## config.mk

```make
export PLATFORM = sky130hd
export DESIGN_NAME = ccd_top
export DESIGN_NICKNAME = d
export VERILOG_FILES = /design/src/ccd_pkg.sv /design/src/ccd_stage.sv /design/src/ccd_top.sv
export SDC_FILE = /design/constraint.sdc
export NUM_CORES = 1
export LEC_CHECK = 0
export BUFFER_PORTS_ARGS = -buffer_cell sky130_fd_sc_hd__buf_2
export CORE_MARGIN = 4
export CORE_UTILIZATION = 33
export CTS_BUF_LIST = sky130_fd_sc_hd__clkbuf_8
export CTS_CLUSTER_DIAMETER = 200
export DETAILED_ROUTE_END_ITERATION = 10
export HOLD_SLACK_MARGIN = 0.03
export PLACE_DENSITY_LB_ADDON = 0.2
export SLEW_MARGIN = 20
export SYNTH_ARGS = -nofsm -noshare
export SYNTH_HDL_FRONTEND = slang
export SYNTH_SLANG_ARGS = --single-unit
```

## constraint.sdc

```tcl
create_clock -name sys_clk -period 4.1 [get_ports sys_clk]
set_input_delay 0 -clock sys_clk [delete_from_list [all_inputs] [get_ports sys_clk]]
set_output_delay 0 -clock sys_clk [all_outputs]
set_load 0.02 [all_outputs]
```

## src/ccd_pkg.sv

```systemverilog
// Shared constants and types for the channel clock divider block.
// Assumes a single 10 MHz system clock and a byte-wide register space.
package ccd_pkg;

    // Register space geometry: each printed offset is a word index.
    localparam int ADDR_W = 12;
    localparam int IDX_W = 10;
    localparam int NUM_REGS = 17;

    // Printed register indexes, in slot order of the configuration array.
    localparam logic [9:0] IDX_DIV0_CYCLE_COUNTS = 10'h190;
    localparam logic [9:0] IDX_DIV0_BYPASS_OFFSET = 10'h191;
    localparam logic [9:0] IDX_DIV0_DUTY_CTRL = 10'h192;
    localparam logic [9:0] IDX_DIV1_CYCLE_COUNTS = 10'h193;
    localparam logic [9:0] IDX_DIV1_BYPASS_OFFSET = 10'h194;
    localparam logic [9:0] IDX_DIV1_DUTY_CTRL = 10'h195;
    localparam logic [9:0] IDX_DIV2_CYCLE_COUNTS = 10'h196;
    localparam logic [9:0] IDX_DIV2_BYPASS_OFFSET = 10'h197;
    localparam logic [9:0] IDX_DIV2_DUTY_CTRL = 10'h198;
    localparam logic [9:0] IDX_DIV3_STAGE1_COUNTS = 10'h199;
    localparam logic [9:0] IDX_DIV3_STAGE2_COUNTS = 10'h19b;
    localparam logic [9:0] IDX_DIV3_STAGE_BYPASS = 10'h19c;
    localparam logic [9:0] IDX_DIV3_DUTY_CTRL = 10'h19d;
    localparam logic [9:0] IDX_DIV4_STAGE1_COUNTS = 10'h19e;
    localparam logic [9:0] IDX_DIV4_STAGE2_COUNTS = 10'h1a0;
    localparam logic [9:0] IDX_DIV4_STAGE_BYPASS = 10'h1a1;
    localparam logic [9:0] IDX_DIV4_DUTY_CTRL = 10'h1a2;
    localparam logic [9:0] REG_IDX [NUM_REGS] = '{
        IDX_DIV0_CYCLE_COUNTS, IDX_DIV0_BYPASS_OFFSET, IDX_DIV0_DUTY_CTRL,
        IDX_DIV1_CYCLE_COUNTS, IDX_DIV1_BYPASS_OFFSET, IDX_DIV1_DUTY_CTRL,
        IDX_DIV2_CYCLE_COUNTS, IDX_DIV2_BYPASS_OFFSET, IDX_DIV2_DUTY_CTRL,
        IDX_DIV3_STAGE1_COUNTS, IDX_DIV3_STAGE2_COUNTS, IDX_DIV3_STAGE_BYPASS,
        IDX_DIV3_DUTY_CTRL, IDX_DIV4_STAGE1_COUNTS, IDX_DIV4_STAGE2_COUNTS,
        IDX_DIV4_STAGE_BYPASS, IDX_DIV4_DUTY_CTRL};

    // Extra control and status registers.
    localparam logic [9:0] IDX_SYNC_CTRL = 10'h1a8;
    localparam logic [9:0] IDX_PRESCALE = 10'h1a9;
    localparam logic [9:0] IDX_B_ENABLE = 10'h1aa;
    localparam logic [9:0] IDX_OUT_STATUS = 10'h1ab;

    // Slot layout inside the configuration array.
    localparam int SLOTS_PER_SINGLE = 3;
    localparam int SLOT_CASCADE_BASE = 9;
    localparam int SLOTS_PER_CASCADE = 4;

    // Field positions.
    localparam int LOW_MSB = 7;
    localparam int LOW_LSB = 4;
    localparam int HIGH_MSB = 3;
    localparam int HIGH_LSB = 0;
    localparam int BYPASS_BIT = 7;
    localparam int START_HIGH_BIT = 4;
    localparam int OFFSET_MSB = 3;
    localparam int OFFSET_LSB = 0;
    localparam int DUTY_FIX_DISABLE_BIT = 0;
    localparam int DIRECT_OUT_BIT = 1;
    localparam int STAGE1_BYPASS_BIT = 4;
    localparam int STAGE2_BYPASS_BIT = 5;
    localparam int SYNC_BIT = 0;
    localparam int PRESCALE_MSB = 2;

    // Reset values.
    localparam logic [7:0] REG_RESET = 8'h00;
    localparam logic [2:0] PRESCALE_RESET = 3'h2;
    localparam logic [1:0] B_ENABLE_RESET = 2'h0;

    // Pre-divider limits.
    localparam logic [2:0] PRESCALE_MIN = 3'h2;
    localparam logic [2:0] PRESCALE_MAX = 3'h6;

    typedef enum logic [2:0] {ST_IDLE, ST_WAIT, ST_HIGH, ST_HALF, ST_LOW} ccd_stage_state_t;

endpackage

```

## src/ccd_stage.sv

```systemverilog
// One 2-to-32 divider stage working on rise and fall strobes of its input clock.
// Assumes the strobes come from flip-flops and never rise and fall in one cycle.
module ccd_stage (
    input wire logic sys_clk, // System clock.
    input wire logic rst, // Synchronous reset, active high.
    input wire logic sync, // One-cycle output synchronisation event.
    input wire logic in_rise, // Input clock rising-edge strobe.
    input wire logic in_fall, // Input clock falling-edge strobe.
    input wire logic in_level, // Input clock level.
    input wire logic bypass, // Pass the input through.
    input wire logic duty_fix_disable, // Turn off duty correction.
    input wire logic [3:0] low_cnt, // Low cycles minus one.
    input wire logic [3:0] high_cnt, // High cycles minus one.
    input wire logic [4:0] delay, // First-edge delay in input cycles.
    output logic out_rise, // Output rising-edge strobe.
    output logic out_fall, // Output falling-edge strobe.
    output logic out_level // Output clock level.
);
    ccd_pkg::ccd_stage_state_t state;
    logic [5:0] cnt;
    logic pend;
    logic [3:0] sh_m;
    logic [3:0] sh_n;
    logic sh_dcc_off;
    logic [4:0] sh_dly;

    // Settings only change on a sync, which restarts the stage and cuts a running period short.
    wire load = pend | sync;
    wire [5:0] ratio = 6'(sh_m) + 6'(sh_n) + 6'h02;
    wire [5:0] hi_len = sh_dcc_off ? 6'(sh_n) + 6'h01 : {1'b0, ratio[5:1]};
    wire half = !sh_dcc_off & ratio[0];
    wire [5:0] lo_left = ratio - hi_len - 6'h01;

    always_ff @(posedge sys_clk) begin
        if (rst) begin
            state <= ccd_pkg::ST_IDLE;
            cnt <= 6'h00;
            pend <= 1'b1;
            sh_m <= 4'h0;
            sh_n <= 4'h0;
            sh_dcc_off <= 1'b0;
            sh_dly <= 5'h00;
            out_rise <= 1'b0;
            out_fall <= 1'b0;
            out_level <= 1'b0;
        end else begin
            out_rise <= 1'b0;
            out_fall <= 1'b0;
            if (load) begin
                pend <= 1'b0;
                sh_m <= low_cnt;
                sh_n <= high_cnt;
                sh_dcc_off <= duty_fix_disable;
                sh_dly <= delay;
                cnt <= 6'(delay);
                out_level <= bypass ? in_level : 1'b0;
                state <= bypass ? ccd_pkg::ST_IDLE : ccd_pkg::ST_WAIT;
            end else begin
                unique case (state)
                    ccd_pkg::ST_IDLE: begin
                        out_level <= in_level;
                        out_rise <= in_rise;
                        out_fall <= in_fall;
                    end
                    ccd_pkg::ST_WAIT: begin
                        if (in_rise) begin
                            if (cnt == 6'h00) begin
                                state <= ccd_pkg::ST_HIGH;
                                out_level <= 1'b1;
                                out_rise <= 1'b1;
                                cnt <= hi_len - 6'h01;
                            end else begin
                                cnt <= cnt - 6'h01;
                            end
                        end
                    end
                    ccd_pkg::ST_HIGH: begin
                        if (in_rise) begin
                            if (cnt == 6'h00) begin
                                if (half) begin
                                    state <= ccd_pkg::ST_HALF;
                                end else begin
                                    state <= ccd_pkg::ST_LOW;
                                    out_level <= 1'b0;
                                    out_fall <= 1'b1;
                                    cnt <= lo_left;
                                end
                            end else begin
                                cnt <= cnt - 6'h01;
                            end
                        end
                    end
                    ccd_pkg::ST_HALF: begin
                        // Odd ratios end the high phase half an input cycle late.
                        if (in_fall) begin
                            state <= ccd_pkg::ST_LOW;
                            out_level <= 1'b0;
                            out_fall <= 1'b1;
                            cnt <= lo_left;
                        end
                    end
                    ccd_pkg::ST_LOW: begin
                        if (in_rise) begin
                            if (cnt == 6'h00) begin
                                state <= ccd_pkg::ST_HIGH;
                                out_level <= 1'b1;
                                out_rise <= 1'b1;
                                cnt <= hi_len - 6'h01;
                            end else begin
                                cnt <= cnt - 6'h01;
                            end
                        end
                    end
                endcase
            end
        end
    end

    // Helper logic: input rises seen since the previous output edge.
    logic [5:0] seen;
    logic first;
    always_ff @(posedge sys_clk) begin
        if (rst || load) begin
            seen <= 6'h00;
            first <= 1'b1;
        end else begin
            seen <= (out_rise | out_fall) ? 6'(in_rise) : seen + 6'(in_rise);
            if (out_rise) begin
                first <= 1'b0;
            end
        end
    end
endmodule

```

## src/ccd_top.sv

```systemverilog
// Channel clock dividers: three single-stage and two two-stage channels.
// Assumes an Avalon-MM master and that all divider clocks are strobes of sys_clk.
//
// Summary of operation
// - Stage output low for low field plus one, high for high field plus one.
// - Single-stage divides by one when bypassed, else by fields sum plus two.
// - All counts run on the clock feeding each divider stage.
// - Duty correction on after reset; per-channel disable bit turns it off.
// - Correction forces 50% duty; needs equal fields even, low one more odd.
// - Uncorrected, unbypassed high fraction is (high+1) over (sum+2).
// - Direct routing passes the source clock with its duty unchanged.
// - First rising edge of unbypassed channels 0 to 2 delayed by the 5-bit start-high and offset code.
// - Code up to 15 delays by code; from 16 by code minus 16 plus low plus one.
// - Channels 3 and 4 cascade two stages, ratio the product up to 1024.
// - Two-stage ratio one, either stage alone, or product of both by bypass.
// - One disable bit per two-stage channel turns correction off in both.
// - The B output of channels 3 and 4 is off after reset until enabled.
// - A pre-divider of 2 to 6 feeds the dividers; odd ratios skew duty.
module ccd_top (
    input wire logic sys_clk, // System clock, 10 MHz.
    input wire logic rst, // Synchronous reset, active high.
    input wire logic [ccd_pkg::ADDR_W-1:0] avs_address, // Byte address.
    input wire logic avs_read, // Read request.
    input wire logic avs_write, // Write request.
    input wire logic [31:0] avs_writedata, // Write data, low byte used.
    input wire logic [3:0] avs_byteenable, // Byte enables.
    output logic [31:0] avs_readdata, // Read data.
    output logic avs_waitrequest, // Wait request.
    output logic [4:0] out_clk_a, // Channel clock outputs 0 to 4.
    output logic [1:0] out_clk_b // Second outputs of channels 3 and 4.
);
    logic [7:0] cfg [ccd_pkg::NUM_REGS];
    logic [2:0] prescale;
    logic [1:0] b_en;
    logic sync_pulse;
    logic [2:0] phase;
    logic base_rise;
    logic base_fall;
    logic base_level;

    // Bus decode.
    wire req = avs_read | avs_write;
    wire [ccd_pkg::IDX_W-1:0] word_idx = avs_address[ccd_pkg::ADDR_W-1:2];
    wire access = req & ~avs_waitrequest;
    wire wr_en = access & avs_write & avs_byteenable[0];
    wire [7:0] wbyte = avs_writedata[7:0];
    wire hit_sync = word_idx == ccd_pkg::IDX_SYNC_CTRL;
    wire hit_pre = word_idx == ccd_pkg::IDX_PRESCALE;
    wire hit_ben = word_idx == ccd_pkg::IDX_B_ENABLE;
    wire hit_stat = word_idx == ccd_pkg::IDX_OUT_STATUS;
    logic [ccd_pkg::NUM_REGS-1:0] hit;
    logic [7:0] rd_byte;

    // Every access takes exactly one wait cycle, which also lets readdata settle.
    always_ff @(posedge sys_clk) begin
        if (rst) begin
            avs_waitrequest <= 1'b1;
            avs_readdata <= 32'h0000_0000;
        end else begin
            avs_waitrequest <= ~(req & avs_waitrequest);
            if (req && avs_waitrequest) begin
                avs_readdata <= {24'h00_0000, rd_byte};
            end
        end
    end

    genvar gi;
    generate
        for (gi = 0; gi < ccd_pkg::NUM_REGS; gi++) begin : g_reg
            assign hit[gi] = word_idx == ccd_pkg::REG_IDX[gi];
            // Reset clears every field, so duty correction starts enabled.
            always_ff @(posedge sys_clk) begin
                if (rst) begin
                    cfg[gi] <= ccd_pkg::REG_RESET;
                end else if (wr_en && hit[gi]) begin
                    cfg[gi] <= wbyte;
                end
            end
        end
    endgenerate

    always_comb begin
        rd_byte = 8'h00;
        for (int i = 0; i < ccd_pkg::NUM_REGS; i++) begin
            if (hit[i]) begin
                rd_byte = cfg[i];
            end
        end
        if (hit_pre) begin
            rd_byte = {5'h00, prescale};
        end
        if (hit_ben) begin
            rd_byte = {6'h00, b_en};
        end
        if (hit_stat) begin
            rd_byte = {1'b0, out_clk_b, out_clk_a};
        end
    end

    always_ff @(posedge sys_clk) begin
        if (rst) begin
            prescale <= ccd_pkg::PRESCALE_RESET;
            b_en <= ccd_pkg::B_ENABLE_RESET;
            sync_pulse <= 1'b0;
        end else begin
            sync_pulse <= wr_en & hit_sync & wbyte[ccd_pkg::SYNC_BIT];
            if (wr_en && hit_pre) begin
                prescale <= wbyte[ccd_pkg::PRESCALE_MSB:0];
            end
            if (wr_en && hit_ben) begin
                b_en <= wbyte[1:0];
            end
        end
    end

    // Pre-divider: out-of-range codes fall back to the smallest ratio.
    wire [2:0] pre_ratio = (prescale < ccd_pkg::PRESCALE_MIN || prescale > ccd_pkg::PRESCALE_MAX)
        ? ccd_pkg::PRESCALE_MIN : prescale;
    wire [2:0] pre_half = {1'b0, pre_ratio[2:1]};
    wire [2:0] next_phase = (phase >= pre_ratio - 3'h1) ? 3'h0 : phase + 3'h1;

    // The strobes below are the one clock all single-stage and first-stage counts run on.
    always_ff @(posedge sys_clk) begin
        if (rst) begin
            phase <= 3'h0;
            base_rise <= 1'b0;
            base_fall <= 1'b0;
            base_level <= 1'b0;
        end else begin
            phase <= next_phase;
            base_rise <= next_phase == 3'h0;
            base_fall <= next_phase == pre_half;
            base_level <= next_phase < pre_half;
        end
    end

    // Stage strobes: 0..2 single channels, then stage pairs for channels 3 and 4.
    logic [6:0] s_rise;
    logic [6:0] s_fall;
    logic [6:0] s_lvl;

    generate
        for (gi = 0; gi < 3; gi++) begin : g_single
            localparam int B = gi * ccd_pkg::SLOTS_PER_SINGLE;
            wire [7:0] cnts = cfg[B];
            wire [7:0] boff = cfg[B + 1];
            wire [7:0] duty = cfg[B + 2];
            wire [3:0] m = cnts[ccd_pkg::LOW_MSB:ccd_pkg::LOW_LSB];
            wire [3:0] po = boff[ccd_pkg::OFFSET_MSB:ccd_pkg::OFFSET_LSB];
            wire start_high_sel = boff[ccd_pkg::START_HIGH_BIT];
            wire [4:0] dly = start_high_sel ? 5'(po) + 5'(m) + 5'h01 : 5'(po);
            ccd_stage u_stage (
                .sys_clk(sys_clk),
                .rst(rst),
                .sync(sync_pulse),
                .in_rise(base_rise),
                .in_fall(base_fall),
                .in_level(base_level),
                .bypass(boff[ccd_pkg::BYPASS_BIT]),
                .duty_fix_disable(duty[ccd_pkg::DUTY_FIX_DISABLE_BIT]),
                .low_cnt(m),
                .high_cnt(cnts[ccd_pkg::HIGH_MSB:ccd_pkg::HIGH_LSB]),
                .delay(dly),
                .out_rise(s_rise[gi]),
                .out_fall(s_fall[gi]),
                .out_level(s_lvl[gi])
            );
            always_ff @(posedge sys_clk) begin
                if (rst) begin
                    out_clk_a[gi] <= 1'b0;
                end else begin
                    out_clk_a[gi] <= duty[ccd_pkg::DIRECT_OUT_BIT] ? base_level : s_lvl[gi];
                end
            end

        end

        for (gi = 0; gi < 2; gi++) begin : g_cascade
            localparam int B = ccd_pkg::SLOT_CASCADE_BASE + gi * ccd_pkg::SLOTS_PER_CASCADE;
            localparam int S1 = 3 + 2 * gi;
            localparam int S2 = 4 + 2 * gi;
            wire [7:0] c1 = cfg[B];
            wire [7:0] c2 = cfg[B + 1];
            wire [7:0] byp = cfg[B + 2];
            // One disable bit steers both stages of the channel.
            wire dcc_off = cfg[B + 3][ccd_pkg::DUTY_FIX_DISABLE_BIT];
            // Stage two divides stage one's output, so ratios multiply.
            ccd_stage u_first (
                .sys_clk(sys_clk),
                .rst(rst),
                .sync(sync_pulse),
                .in_rise(base_rise),
                .in_fall(base_fall),
                .in_level(base_level),
                .bypass(byp[ccd_pkg::STAGE1_BYPASS_BIT]),
                .duty_fix_disable(dcc_off),
                .low_cnt(c1[ccd_pkg::LOW_MSB:ccd_pkg::LOW_LSB]),
                .high_cnt(c1[ccd_pkg::HIGH_MSB:ccd_pkg::HIGH_LSB]),
                .delay(5'h00),
                .out_rise(s_rise[S1]),
                .out_fall(s_fall[S1]),
                .out_level(s_lvl[S1])
            );
            ccd_stage u_second (
                .sys_clk(sys_clk),
                .rst(rst),
                .sync(sync_pulse),
                .in_rise(s_rise[S1]),
                .in_fall(s_fall[S1]),
                .in_level(s_lvl[S1]),
                .bypass(byp[ccd_pkg::STAGE2_BYPASS_BIT]),
                .duty_fix_disable(dcc_off),
                .low_cnt(c2[ccd_pkg::LOW_MSB:ccd_pkg::LOW_LSB]),
                .high_cnt(c2[ccd_pkg::HIGH_MSB:ccd_pkg::HIGH_LSB]),
                .delay(5'h00),
                .out_rise(s_rise[S2]),
                .out_fall(s_fall[S2]),
                .out_level(s_lvl[S2])
            );
            always_ff @(posedge sys_clk) begin
                if (rst) begin
                    out_clk_a[3 + gi] <= 1'b0;
                    out_clk_b[gi] <= 1'b0;
                end else begin
                    out_clk_a[3 + gi] <= s_lvl[S2];
                    out_clk_b[gi] <= b_en[gi] & s_lvl[S2];
                end
            end
            // The second stage only takes a new bypass setting at a sync, so the
            // live register bit cannot tell whether the stage is bypassed yet.
            logic tail_bypassed;
            always_ff @(posedge sys_clk) begin
                if (rst) begin
                    tail_bypassed <= ccd_pkg::REG_RESET[ccd_pkg::STAGE2_BYPASS_BIT];
                end else if (sync_pulse) begin
                    tail_bypassed <= byp[ccd_pkg::STAGE2_BYPASS_BIT];
                end
            end

        end
    endgenerate
endmodule

```

==> results of run 1 <==
[worst register-to-register path, cell delays in order, from the launching register on]
cell	delay, ps
dfxtp_1	360
ha_1	260
fa_1	470
xnor2_1	250
inv_1	90
ha_1	270
and3b_1	190
o211ai_1	170
o211ai_1	270
ha_1	410
a21oi_1	220
o21bai_1	100
a21oi_1	170
xor2_1	90
a221oi_1	310
a21oi_1	100
[stage by stage]
stage / worst slack, ps / instance area (µm²) / util
after floorplan: 329 / 20900 / -
after global placement: 245 / 21600 / 0.349
after detailed placement: 170 / 21600 / 0.349
after CTS: 141 / 23200 / 0.374
after global routing: -7.37 / 23200 / 0.374
final: 241 / 23200 / 0.374
[sequential cells by signal, summed over array words and instances, names as in the netlist, 3 cells and up]
signal,count
cfg,136
g_single.u_stage.cnt,18
g_cascade.u_first.cnt,12
g_cascade.u_second.cnt,12
g_single.u_stage.sh_m,12
g_single.u_stage.sh_n,12
g_single.u_stage.state,9
avs_readdata,8
g_cascade.u_first.sh_m,8
g_cascade.u_first.sh_n,8
g_cascade.u_second.sh_m,8
g_cascade.u_second.sh_n,8
g_cascade.u_first.state,6
g_cascade.u_second.state,6
out_clk_a,5
g_single.u_stage.out_level,3
g_single.u_stage.pend,3
g_single.u_stage.sh_dcc_off,3
phase,3
prescale,3
[logic make-up (layout without fill, tap and decap cells)]
| kind of cell | Yosys count | after routing | synth area share |
|---|---|---|---|
| other cells | 1 | 27 | 0.000180 |
| buf+inv | 237 | 267 | 0.0479 |
| compound gates | 661 | 661 | 0.210 |
| mux | 54 | 54 | 0.0307 |
| xor+xnor | 103 | 103 | 0.0447 |
| simple gates | 926 | 926 | 0.221 |
| fa+ha+maj | 129 | 129 | 0.0835 |
| flops | 308 | 308 | 0.362 |
[metal layers]
layer  wire [µm]  GRT usage
met1       28800      0.255
met2       27600      0.283
met3        4420     0.0358
met4        1650     0.0546
met5           0          0
[report_power, final]
group | internal [mW] | switching [mW]
Combinational | 0.779 | 1.18
Sequential | 3.36 | 0.221
Clock | 2.07 | 1.46
[layout by cell type, fill, tap and decap left out, types with 58 or more instances in the layout]
cell / n
xnor2_1: 60
and2_1: 110
inv_1: 87
edfxtp_1: 136
ha_1: 110
o21ai_0: 111
dfxtp_1: 172
a21oi_1: 201
clkbuf_8: 70
nand3_1: 58
nand2_1: 276
nor3_1: 59
nor2_1: 181
[Yosys cell counts, types with 18 or more instances]
cell type	n	area share
nand2_1	276	0.050
a21oi_1	201	0.048
nor2_1	181	0.033
dfxtp_1	172	0.17
edfxtp_1	136	0.20
clkbuf_1	112	0.020
o21ai_0	112	0.027
and2_1	110	0.033
ha_1	110	0.066
inv_1	72	0.013
xnor2_1	61	0.026
nor3_1	60	0.014
nand3_1	58	0.014
a21o_1	49	0.018
and3_1	48	0.014
nand2b_1	42	0.013
a211oi_1	40	0.014
xor2_1	40	0.017
mux2i_1	38	0.018
nor2b_1	35	0.011
a221oi_1	25	0.011
buf_4	24	0.0087
a31oi_1	23	0.0069
nand4_1	23	0.0069
o211ai_1	22	0.0079
nor3b_1	18	0.0065
o21bai_1	18	0.0065
[worst min-delay path by stage]
stage                            startpoint                            to  slack [ps]
2_1_floorplan              avs_writedata[2]                   prescale[2]         140
3_3_place_gp   g_cascade[1].u_first.sh_m[3]  g_cascade[1].u_first.sh_m[3]         450
3_5_place_dp   g_cascade[1].u_first.sh_m[0]  g_cascade[1].u_first.sh_m[0]         450
4_1_cts                      avs_address[5]               avs_readdata[3]          50
5_1_grt                      avs_address[5]               avs_readdata[3]         140
6_report                     avs_address[5]               avs_readdata[3]         130
[final cells by class]
class / count / area, µm² / area share
Multi-Input combinational cell: 1897 / 12400 / 0.534
Inverter: 72 / 270 / 0.0116
Sequential cell: 308 / 7530 / 0.324
Tap cell: 837 / 1050 / 0.0451
Timing Repair Buffer: 83 / 588 / 0.0253
Clock inverter: 42 / 407 / 0.0175
Antenna cell: 3 / 7.51 / 0.000323
Clock buffer: 70 / 963 / 0.0415
[timing repair]
action,4_1_cts,5_1_grt
setup endpoints to repair,0,3
hold endpoints to repair,181,0
hold buffers,18,0
gates resized for setup,0,6
==> results.txt, run 1 <==
Hold Crit Depth: 5
IO Pins: 92
Number of setup violations in the final report: 0
Die Height: 259 µm
#FFs+latches synth: 308
Number of synthesized flops with an enable pin: 136
FF-to-FF Start: g_single[2].u_stage.sh_n[0]
Share of cells above drive strength 1: 0.0878
WL/cell: 18.8 µm
Largest net degree at the start of global routing: 65
Longest Clk Path Bufs: 3
Die area: 0.0671 mm²
First-pass GRT wire length: 98500 µm
Final #Nets: 2600
ANT nets after route: 0
Worst-Margin Slew: 1050 ps
Register area share after synthesis: 0.362
Max_slew headroom: 0.301
Remaining DRCs: 0
Startpoint Class: flip-flop
Die width: 259 µm
F_max: 259 MHz
Crit path time final: 3860 ps
Postcts setup bufs: 0
Setup slack, reg-to-reg: 240 ps
Cells after DPL: 3179
DR iter-0 viols: 1437
CTS Sinks: 308
Crit Path Max Fanout: 6
Power per cell area: 390 mW/mm²
Cts bufs inserted: 59
Critical Path, Cell by Cell: ha_1, fa_1, xnor2_1, inv_1, ha_1, and3b_1, o211ai_1, o211ai_1, ha_1, a21oi_1, o21bai_1, a21oi_1, xor2_1, a221oi_1, a21oi_1
WP data arrival: 4370 ps
WP depth: 15
# fillers: 6339
Crit Path Category: reg2reg
Worst path slowest cell: fa_1
Worst Setup End Kind: flip-flop
Crit-path leading delay family: adder cells
Core box area: 0.0621 mm²
Final hold vios: 0
Setup crit end: g_single[2].u_stage.cnt[5]
Std cell rows: 91
Setup Skew: 40.2 ps
Crit. Startpoint: g_single[2].u_stage.sh_n[0]
Slowest Stage Delay on Critical Path: 470 ps
Initial core utilization: 0.335
Finished Layout Cells: 3312
Drt via density: 5.46
Worst R2R End: g_single[2].u_stage.cnt[5]
CTS tree: yes
Cell Area, Synth: 0.0208 mm²
Initial antenna violation count: 5
Synth warn: 0
Hold slack: 132 ps
Synthesized area per cell: 8.60 µm²
Post-Syn Instances: 2419
Port Buffers: 38
Worst reg-to-reg path cell count: 15
DP HPWL: 44400 µm
Reg clk slew, reported paths: 70 ps
H-tree Lvls: 2
GRT Util Overall: 0.181
Vias in the first global route: 17700
Clk_lat worst skew: 670 ps
Power Total: 9.06 mW
Post-synth cell types: 89
Root buf cell: clkbuf_8
Max Slew Vio Count: 0
Gr ovfl total: 0
Setup_tns: 0 ps
Peak VDD IR: 0.271 mV
Worst path bufs/invs: 1
Fin crit share: 0.941
Worst min path class: in2reg
Area grow syn2layout: 11.6%
Max_cap viols: 0
Worst Path Required: 4610 ps
Final Wtd Congestion: 0.868
WL final: 62400 µm
DR vias: 18100
Ys async rst share: 0
Static leakage: 9.23 nW
Synth Flop Type: dfxtp_1
Router iterations before antenna repair: 5
Status: finished, final reports clean
Power figures use the tool's default switching activity.
==> inputs of run 2 (changes only) <==
Settings changed: CORE_UTILIZATION 33 to 40.
==> results.txt, run 2 (synthesis gave the netlist of run 1 again) <==
Util after Layout: 0.447 (was 0.374)
Core box area: 0.0514 mm² (was 0.0621 mm²)
Max Slew Vio Count: 0 (unchanged)
WL/cell: 19.0 µm (was 18.8 µm)
Setup_tns: 0 ps (unchanged)
Worst path slowest cell: or3_4 (was fa_1)
Reg clk slew, reported paths: 70 ps (about the same)
Area grow syn2layout: 10.4% (was 11.6%)
Share of cells above drive strength 1: 0.0841 (was 0.0878)
Initial core utilization: 0.405 (was 0.335)
Biggest register: cfg (unchanged)
Startpoint Class: flip-flop (unchanged)
Remaining DRCs: 0 (unchanged)
Gr ovfl total: 0 (unchanged)
H-tree Lvls: 2 (unchanged)
Vias in the first global route: 17600 (was 17700)
Placed Area: 0.0214 mm² (was 0.0216 mm²)
Final Wtd Congestion: 0.899 (was 0.868)
Setup Skew: 29.7 ps (was 40.2 ps)
ANT nets after route: 0 (unchanged)
Cts bufs inserted: 58 (was 59)
Final #Nets: 2602 (was 2600)
DP HPWL: 42800 µm (was 44400 µm)
Worst-Margin Slew: 1040 ps (was 1050 ps)
RSZ-0062 raised after global routing: false
Worst min path class: in2reg (unchanged)
Die Height: 236 µm (was 259 µm)
Router iterations before antenna repair: 5 (unchanged)
Clk_lat worst skew: 660 ps (was 670 ps)
Most frequent cells in the layout: 276 x nand2_1, 201 x a21oi_1, 181 x nor2_1, 172 x dfxtp_1, 136 x edfxtp_1 (unchanged)
Most frequent CP cell: ha_1
GRT Util Overall: 0.209 (was 0.181)
Max_slew headroom: 0.305 (was 0.301)
DR vias: 18100 (about the same)
# fillers: 5054 (was 6339)
FF-to-FF Start: g_single[0].u_stage.sh_n[0] (was g_single[2].u_stage.sh_n[0])
Power per cell area: 389 mW/mm² (was 390 mW/mm²)
Slowest Stage Delay on Critical Path: 430 ps (was 470 ps)
Initial antenna violation count: 1 (was 5)
First-pass GRT wire length: 96100 µm (was 98500 µm)
WL final: 59800 µm (was 62400 µm)
Drt via density: 5.75 (was 5.46)
Root buf cell: clkbuf_8 (unchanged)
F_max: 261 MHz (was 259 MHz)
Static leakage: 9.19 nW (was 9.23 nW)
Longest Clk Path Bufs: 3 (unchanged)
Final hold vios: 0 (unchanged)
Crit path time final: 3840 ps (was 3860 ps)
Largest registers: cfg (136), g_single.u_stage.cnt (18) (unchanged)
Die width: 236 µm (was 259 µm)
Most common cell after layout, fill and taps aside: nand2_1 (unchanged)
Peak VDD IR: 0.335 mV (was 0.271 mV)
Power Total: 8.93 mW (was 9.06 mW)
Final instance area: 0.0230 mm² (was 0.0232 mm²)
Fin crit share: 0.936 (was 0.941)
Crit Path Max Fanout: 6 (unchanged)
Max reg flops: 136 (unchanged)
IO Pins: 92 (unchanged)
Port Buffers: 38 (unchanged)
Number of setup violations in the final report: 0 (unchanged)
Critical hold path startpoint: avs_write (was avs_address[5])
Crit Path Category: reg2reg (unchanged)
Max_cap viols: 0 (unchanged)
CTS Sinks: 308 (unchanged)
Worst Setup End Kind: flip-flop (unchanged)
Crit. Startpoint: g_single[0].u_stage.sh_n[0] (was g_single[2].u_stage.sh_n[0])
Worst Path Required: 4620 ps (was 4610 ps)
DR iter-0 viols: 1544 (was 1437)
WP data arrival: 4350 ps (was 4370 ps)
Status: finished, final reports clean (unchanged)
Die area: 0.0557 mm² (was 0.0671 mm²)
CTS tree: yes (unchanged)
Critical Path, Cell by Cell: ha_1, fa_2, xnor2_2, inv_1, ha_1, nor3b_1, a2bb2oi_1, or3_4, ha_1, o21ai_1, o21bai_1, a21oi_1, xor2_1, a22o_1, a41oi_1, a21oi_1 (was ha_1, fa_1, xnor2_1, inv_1, ha_1, and3b_1, o211ai_1, o211ai_1, ha_1, a21oi_1, o21bai_1, a21oi_1, xor2_1, a221oi_1, a21oi_1)
Largest net degree at the start of global routing: 53 (was 65)
Std cell rows: 83 (was 91)
[run 2: cell types whose count changed in the layout (fill, tap and decap cells not counted), sizes merged]
cell	before	now
buf	65	64
bufinv	8	9
clkbuf	70	61
clkinv	13	24
clkinvlp	5	0
diode	3	1
dlygate4sd3	18	22
inv	88	87
[run 2: routing by layer]
metal,vias up,part of all wire,global-route usage
met5,-,0,0
met4,0,0.028,0.0657
met3,121,0.067,0.0354
met2,607,0.43,0.316
met1,8604,0.47,0.304
li1,8797,-,-
[run 2: worst paths after layout]
path / endpoint / slack, ps / depth (start not counted)
min: avs_readdata[3] / 120 / 4
max: g_single[0].u_stage.cnt[5] / 260 / 16
min reg2reg: g_single[1].u_stage.sh_m[2] / 460 / 2
max reg2reg: g_single[0].u_stage.cnt[5] / 260 / 16
[run 2: where the power goes]
| part | total (mW) | switching, mW | internal (mW) |
|---|---|---|---|
| Combinational | 1.94 | 1.17 | 0.776 |
| Clock | 3.40 | 1.44 | 1.96 |
| Sequential | 3.58 | 0.225 | 3.36 |
[run 2: stage by stage]
stage,std cells,setup slack [ps],hold slack [ps]
3_3_place_gp,3020,120,437
4_1_cts,3151,31.9,71.9
2_1_floorplan,2442,329,144
5_1_grt,3153,11.7,117
6_report,3153,263,116
3_5_place_dp,3020,63.1,439
[run 2: worst max-delay path, delay by kind of cell (launching register included)]
kind | cells | cell delay [ps]
DFF | 1 | 350
AOI/OAI and AO/OA | 7 | 1140
xor gates and xnor gates | 2 | 280
and+or+nand+nor | 2 | 590
buffers and inverters | 1 | 80
adders and majority gates | 4 | 1270
[run 2: final cells by class]
class | instances | area, µm² | share of cell area
clock inverters | 48 | 447 | 0.0195
multi-input cells | 1897 | 12400 | 0.541
inverters | 72 | 270 | 0.0118
repair buffers | 86 | 608 | 0.0265
well taps | 680 | 851 | 0.0371
diodes | 1 | 2.50 | 0.000109
clock buffers | 61 | 840 | 0.0366
flip-flops and latches | 308 | 7530 | 0.328
[run 2: repair_timing]
action	4_1_cts	5_1_grt
buffers inserted	0	1
endpoints found under the setup margin	0	5
hold endpoints to repair	163	0
resized for setup	0	9
hold buffers	22	0
==> inputs of run 3 (changes only) <==
Settings changed: REMOVE_ABC_BUFFERS set to 1.
==> results.txt, run 3 (synthesis gave the netlist of run 1 again) <==
WL final: 59300 µm (was 59800 µm)
Crit-path leading delay family: compound AO/OA/AOI/OAI gates (was adder cells)
Std cell rows: 83 (unchanged)
Worst path slowest cell: or3_1 (was or3_4)
Worst-Margin Slew: 1150 ps (was 1040 ps)
GRT Util Overall: 0.205 (was 0.209)
CTS Sinks: 308 (unchanged)
WP data arrival: 4400 ps (was 4350 ps)
Worst R2R End: g_single[0].u_stage.cnt[5] (unchanged)
ANT nets after route: 0 (unchanged)
Placed Area: 0.0214 mm² (about the same)
Die area: 0.0557 mm² (unchanged)
DR vias: 18100 (about the same)
Max_slew headroom: 0.226 (was 0.305)
Final hold vios: 0 (unchanged)
Crit path time final: 3890 ps (was 3840 ps)
Power per cell area: 378 mW/mm² (was 389 mW/mm²)
Setup slack, reg-to-reg: 210 ps (was 260 ps)
Drt via density: 5.75 (about the same)
DR iter-0 viols: 1472 (was 1544)
Worst Setup End Kind: flip-flop (unchanged)
Comb power frac: 0.226 (was 0.218)
Final #Nets: 2602 (unchanged)
Worst Path Required: 4610 ps (was 4620 ps)
WL/cell: 18.8 µm (was 19.0 µm)
Worst min path class: in2reg (unchanged)
Remaining DRCs: 0 (unchanged)
FF-to-FF Start: g_single[0].u_stage.sh_n[0] (unchanged)
ANT cells: 0 (was 1)
Final instance area: 0.0228 mm² (was 0.0230 mm²)
Peak VDD IR: 0.221 mV (was 0.335 mV)
Static leakage: 9.16 nW (was 9.19 nW)
Hold path endpoint: cfg[11][1] (was avs_readdata[3])
Reg power frac: 0.415 (was 0.401)
Max_cap viols: 0 (unchanged)
Clk_lat worst skew: 660 ps (about the same)
Fin crit share: 0.949 (was 0.936)
Slowest Stage Delay on Critical Path: 400 ps (was 430 ps)
Sw frac: 0.325 (was 0.318)
Most common cell after layout, fill and taps aside: nand2_1 (unchanged)
H-tree Lvls: 2 (unchanged)
IO Pins: 92 (unchanged)
Net Switching: 2.80 mW (was 2.84 mW)
Gr ovfl total: 0 (unchanged)
Die width: 236 µm (unchanged)
Initial core utilization: 0.405 (unchanged)
CTS tree: yes (unchanged)
Port Buffers: 38 (unchanged)
Most frequent CP cell: ha_1 (unchanged)
Final Wtd Congestion: 0.894 (was 0.899)
Hold Crit Depth: 4 (unchanged)
Critical Path, Cell by Cell: ha_1, fa_2, xnor2_2, inv_1, ha_1, or3_1, a221oi_2, or3_4, ha_1, o21ai_1, o21bai_1, a21oi_1, xor2_1, a22o_1, a41oi_1, a21oi_1 (was ha_1, fa_2, xnor2_2, inv_1, ha_1, nor3b_1, a2bb2oi_1, or3_4, ha_1, o21ai_1, o21bai_1, a21oi_1, xor2_1, a22o_1, a41oi_1, a21oi_1)
Die Height: 236 µm (unchanged)
Area grow syn2layout: 9.81% (was 10.4%)
Largest registers: cfg (136), g_single.u_stage.cnt (18) (unchanged)
Worst path bufs/invs: 1 (unchanged)
Clk network pwr share: 0.358 (was 0.381)
Worst reg-to-reg path cell count: 16 (unchanged)
Crit Path Max Fanout: 6 (unchanged)
Status: finished, final reports clean (unchanged)
Setup Skew: 40.8 ps (was 29.7 ps)
Biggest register: cfg (unchanged)
Core box area: 0.0514 mm² (unchanged)
Cts bufs inserted: 57 (was 58)
Max reg flops: 136 (unchanged)
Max Slew Vio Count: 0 (unchanged)
Power Total: 8.63 mW (was 8.93 mW)
Router iterations before antenna repair: 5 (unchanged)
Pint: 5.83 mW (was 6.09 mW)
Largest net degree at the start of global routing: 55 (was 53)
Vias in the first global route: 17200 (was 17600)
DP HPWL: 42300 µm (was 42800 µm)
First-pass GRT wire length: 94700 µm (was 96100 µm)
Reg clk slew, reported paths: 70 ps (about the same)
F_max: 257 MHz (was 261 MHz)
Critical hold path startpoint: avs_address[5] (was avs_write)
Most frequent cells in the layout: 276 x nand2_1, 201 x a21oi_1, 181 x nor2_1, 172 x dfxtp_1, 136 x edfxtp_1 (unchanged)
Startpoint Class: flip-flop (unchanged)
Longest Clk Path Bufs: 3 (unchanged)
Crit Path Category: reg2reg (unchanged)
Initial antenna violation count: 0 (was 1)
Root buf cell: clkbuf_8 (unchanged)
Share of cells above drive strength 1: 0.0826 (was 0.0841)
Number of setup violations in the final report: 0 (unchanged)
-- run 3: changes by cell type in the layout (fill, tap and decap cells not counted), moves of 2 or more --
cell and change:
clkbuf_8 +7, clkinv_2 -4, inv_1 +3, buf_4 +2, bufinv_16 -6, clkinv_1 -3
-- run 3: worst max path at each step --
stage	startpoint	slack (ps)	cells after the start	to
detailed placement	g_single[0].u_stage.sh_n[0]	80	16	g_single[0].u_stage.cnt[5]
finish	g_single[0].u_stage.sh_n[0]	210	16	g_single[0].u_stage.cnt[5]
floorplan	g_single[0].u_stage.sh_n[0]	430	16	g_single[0].u_stage.cnt[5]
global placement	g_single[0].u_stage.sh_n[0]	160	16	g_single[0].u_stage.cnt[5]
global route	g_single[0].u_stage.sh_n[0]	-20	16	g_single[0].u_stage.cnt[5]
CTS	g_single[0].u_stage.sh_n[0]	40	16	g_single[0].u_stage.cnt[5]
-- run 3: repair_timing --
action                                 CTS  global route
gates resized for setup                  0             7
hold buffers                            21             0
setup endpoints to repair                0             5
setup buffers                            0             1
endpoints found under the hold margin  181             0
-- run 3: layer usage --
metal / global-route usage / wire length (µm) / vias up
met1: 0.295 / 27600 / 8712
met2: 0.324 / 26800 / 555
met5: 0 / 0 / -
li1: - / - / 8773
met4: 0.0497 / 1110 / 0
met3: 0.0312 / 3740 / 77
-- run 3: metrics by stage --
stage	utilization	worst slack, ps	hold WS (ps)	TNS (ps)	std cells
floorplan	-	427	27.7	0	2277
CTS	0.444	41.3	100	0	3149
global route	0.444	-23.2	166	-23.2	3150
global placement	0.417	160	423	0	3022
detailed placement	0.417	78.7	430	0	3022
finish	0.444	211	156	0	3150
-- run 3: power by group through the flow --
stage          clock network, mW  registers, mW  logic, mW
2_1_floorplan                  0           3.57       1.36
3_3_place_gp                   0           3.64       1.88
3_5_place_dp                   0           3.64       1.91
4_1_cts                     3.17           3.58       1.94
5_1_grt                     3.30           3.61       2.19
6_report                    3.10           3.58       1.95
-- run 3: worst min-delay path, cell delays in order --
cell and delay [ps]:
buf_2 270, nand4_1 160, buf_4 160, nor4_1 60
-- run 3: layout make-up --
class / count / area, µm²
Clock buffer: 68 / 936
Fill cell: 5067 / 28600
Inverter: 72 / 270
Timing Repair Buffer: 87 / 613
Tap cell: 680 / 851
Multi-Input combinational cell: 1897 / 12400
Sequential cell: 308 / 7530
Clock inverter: 38 / 244
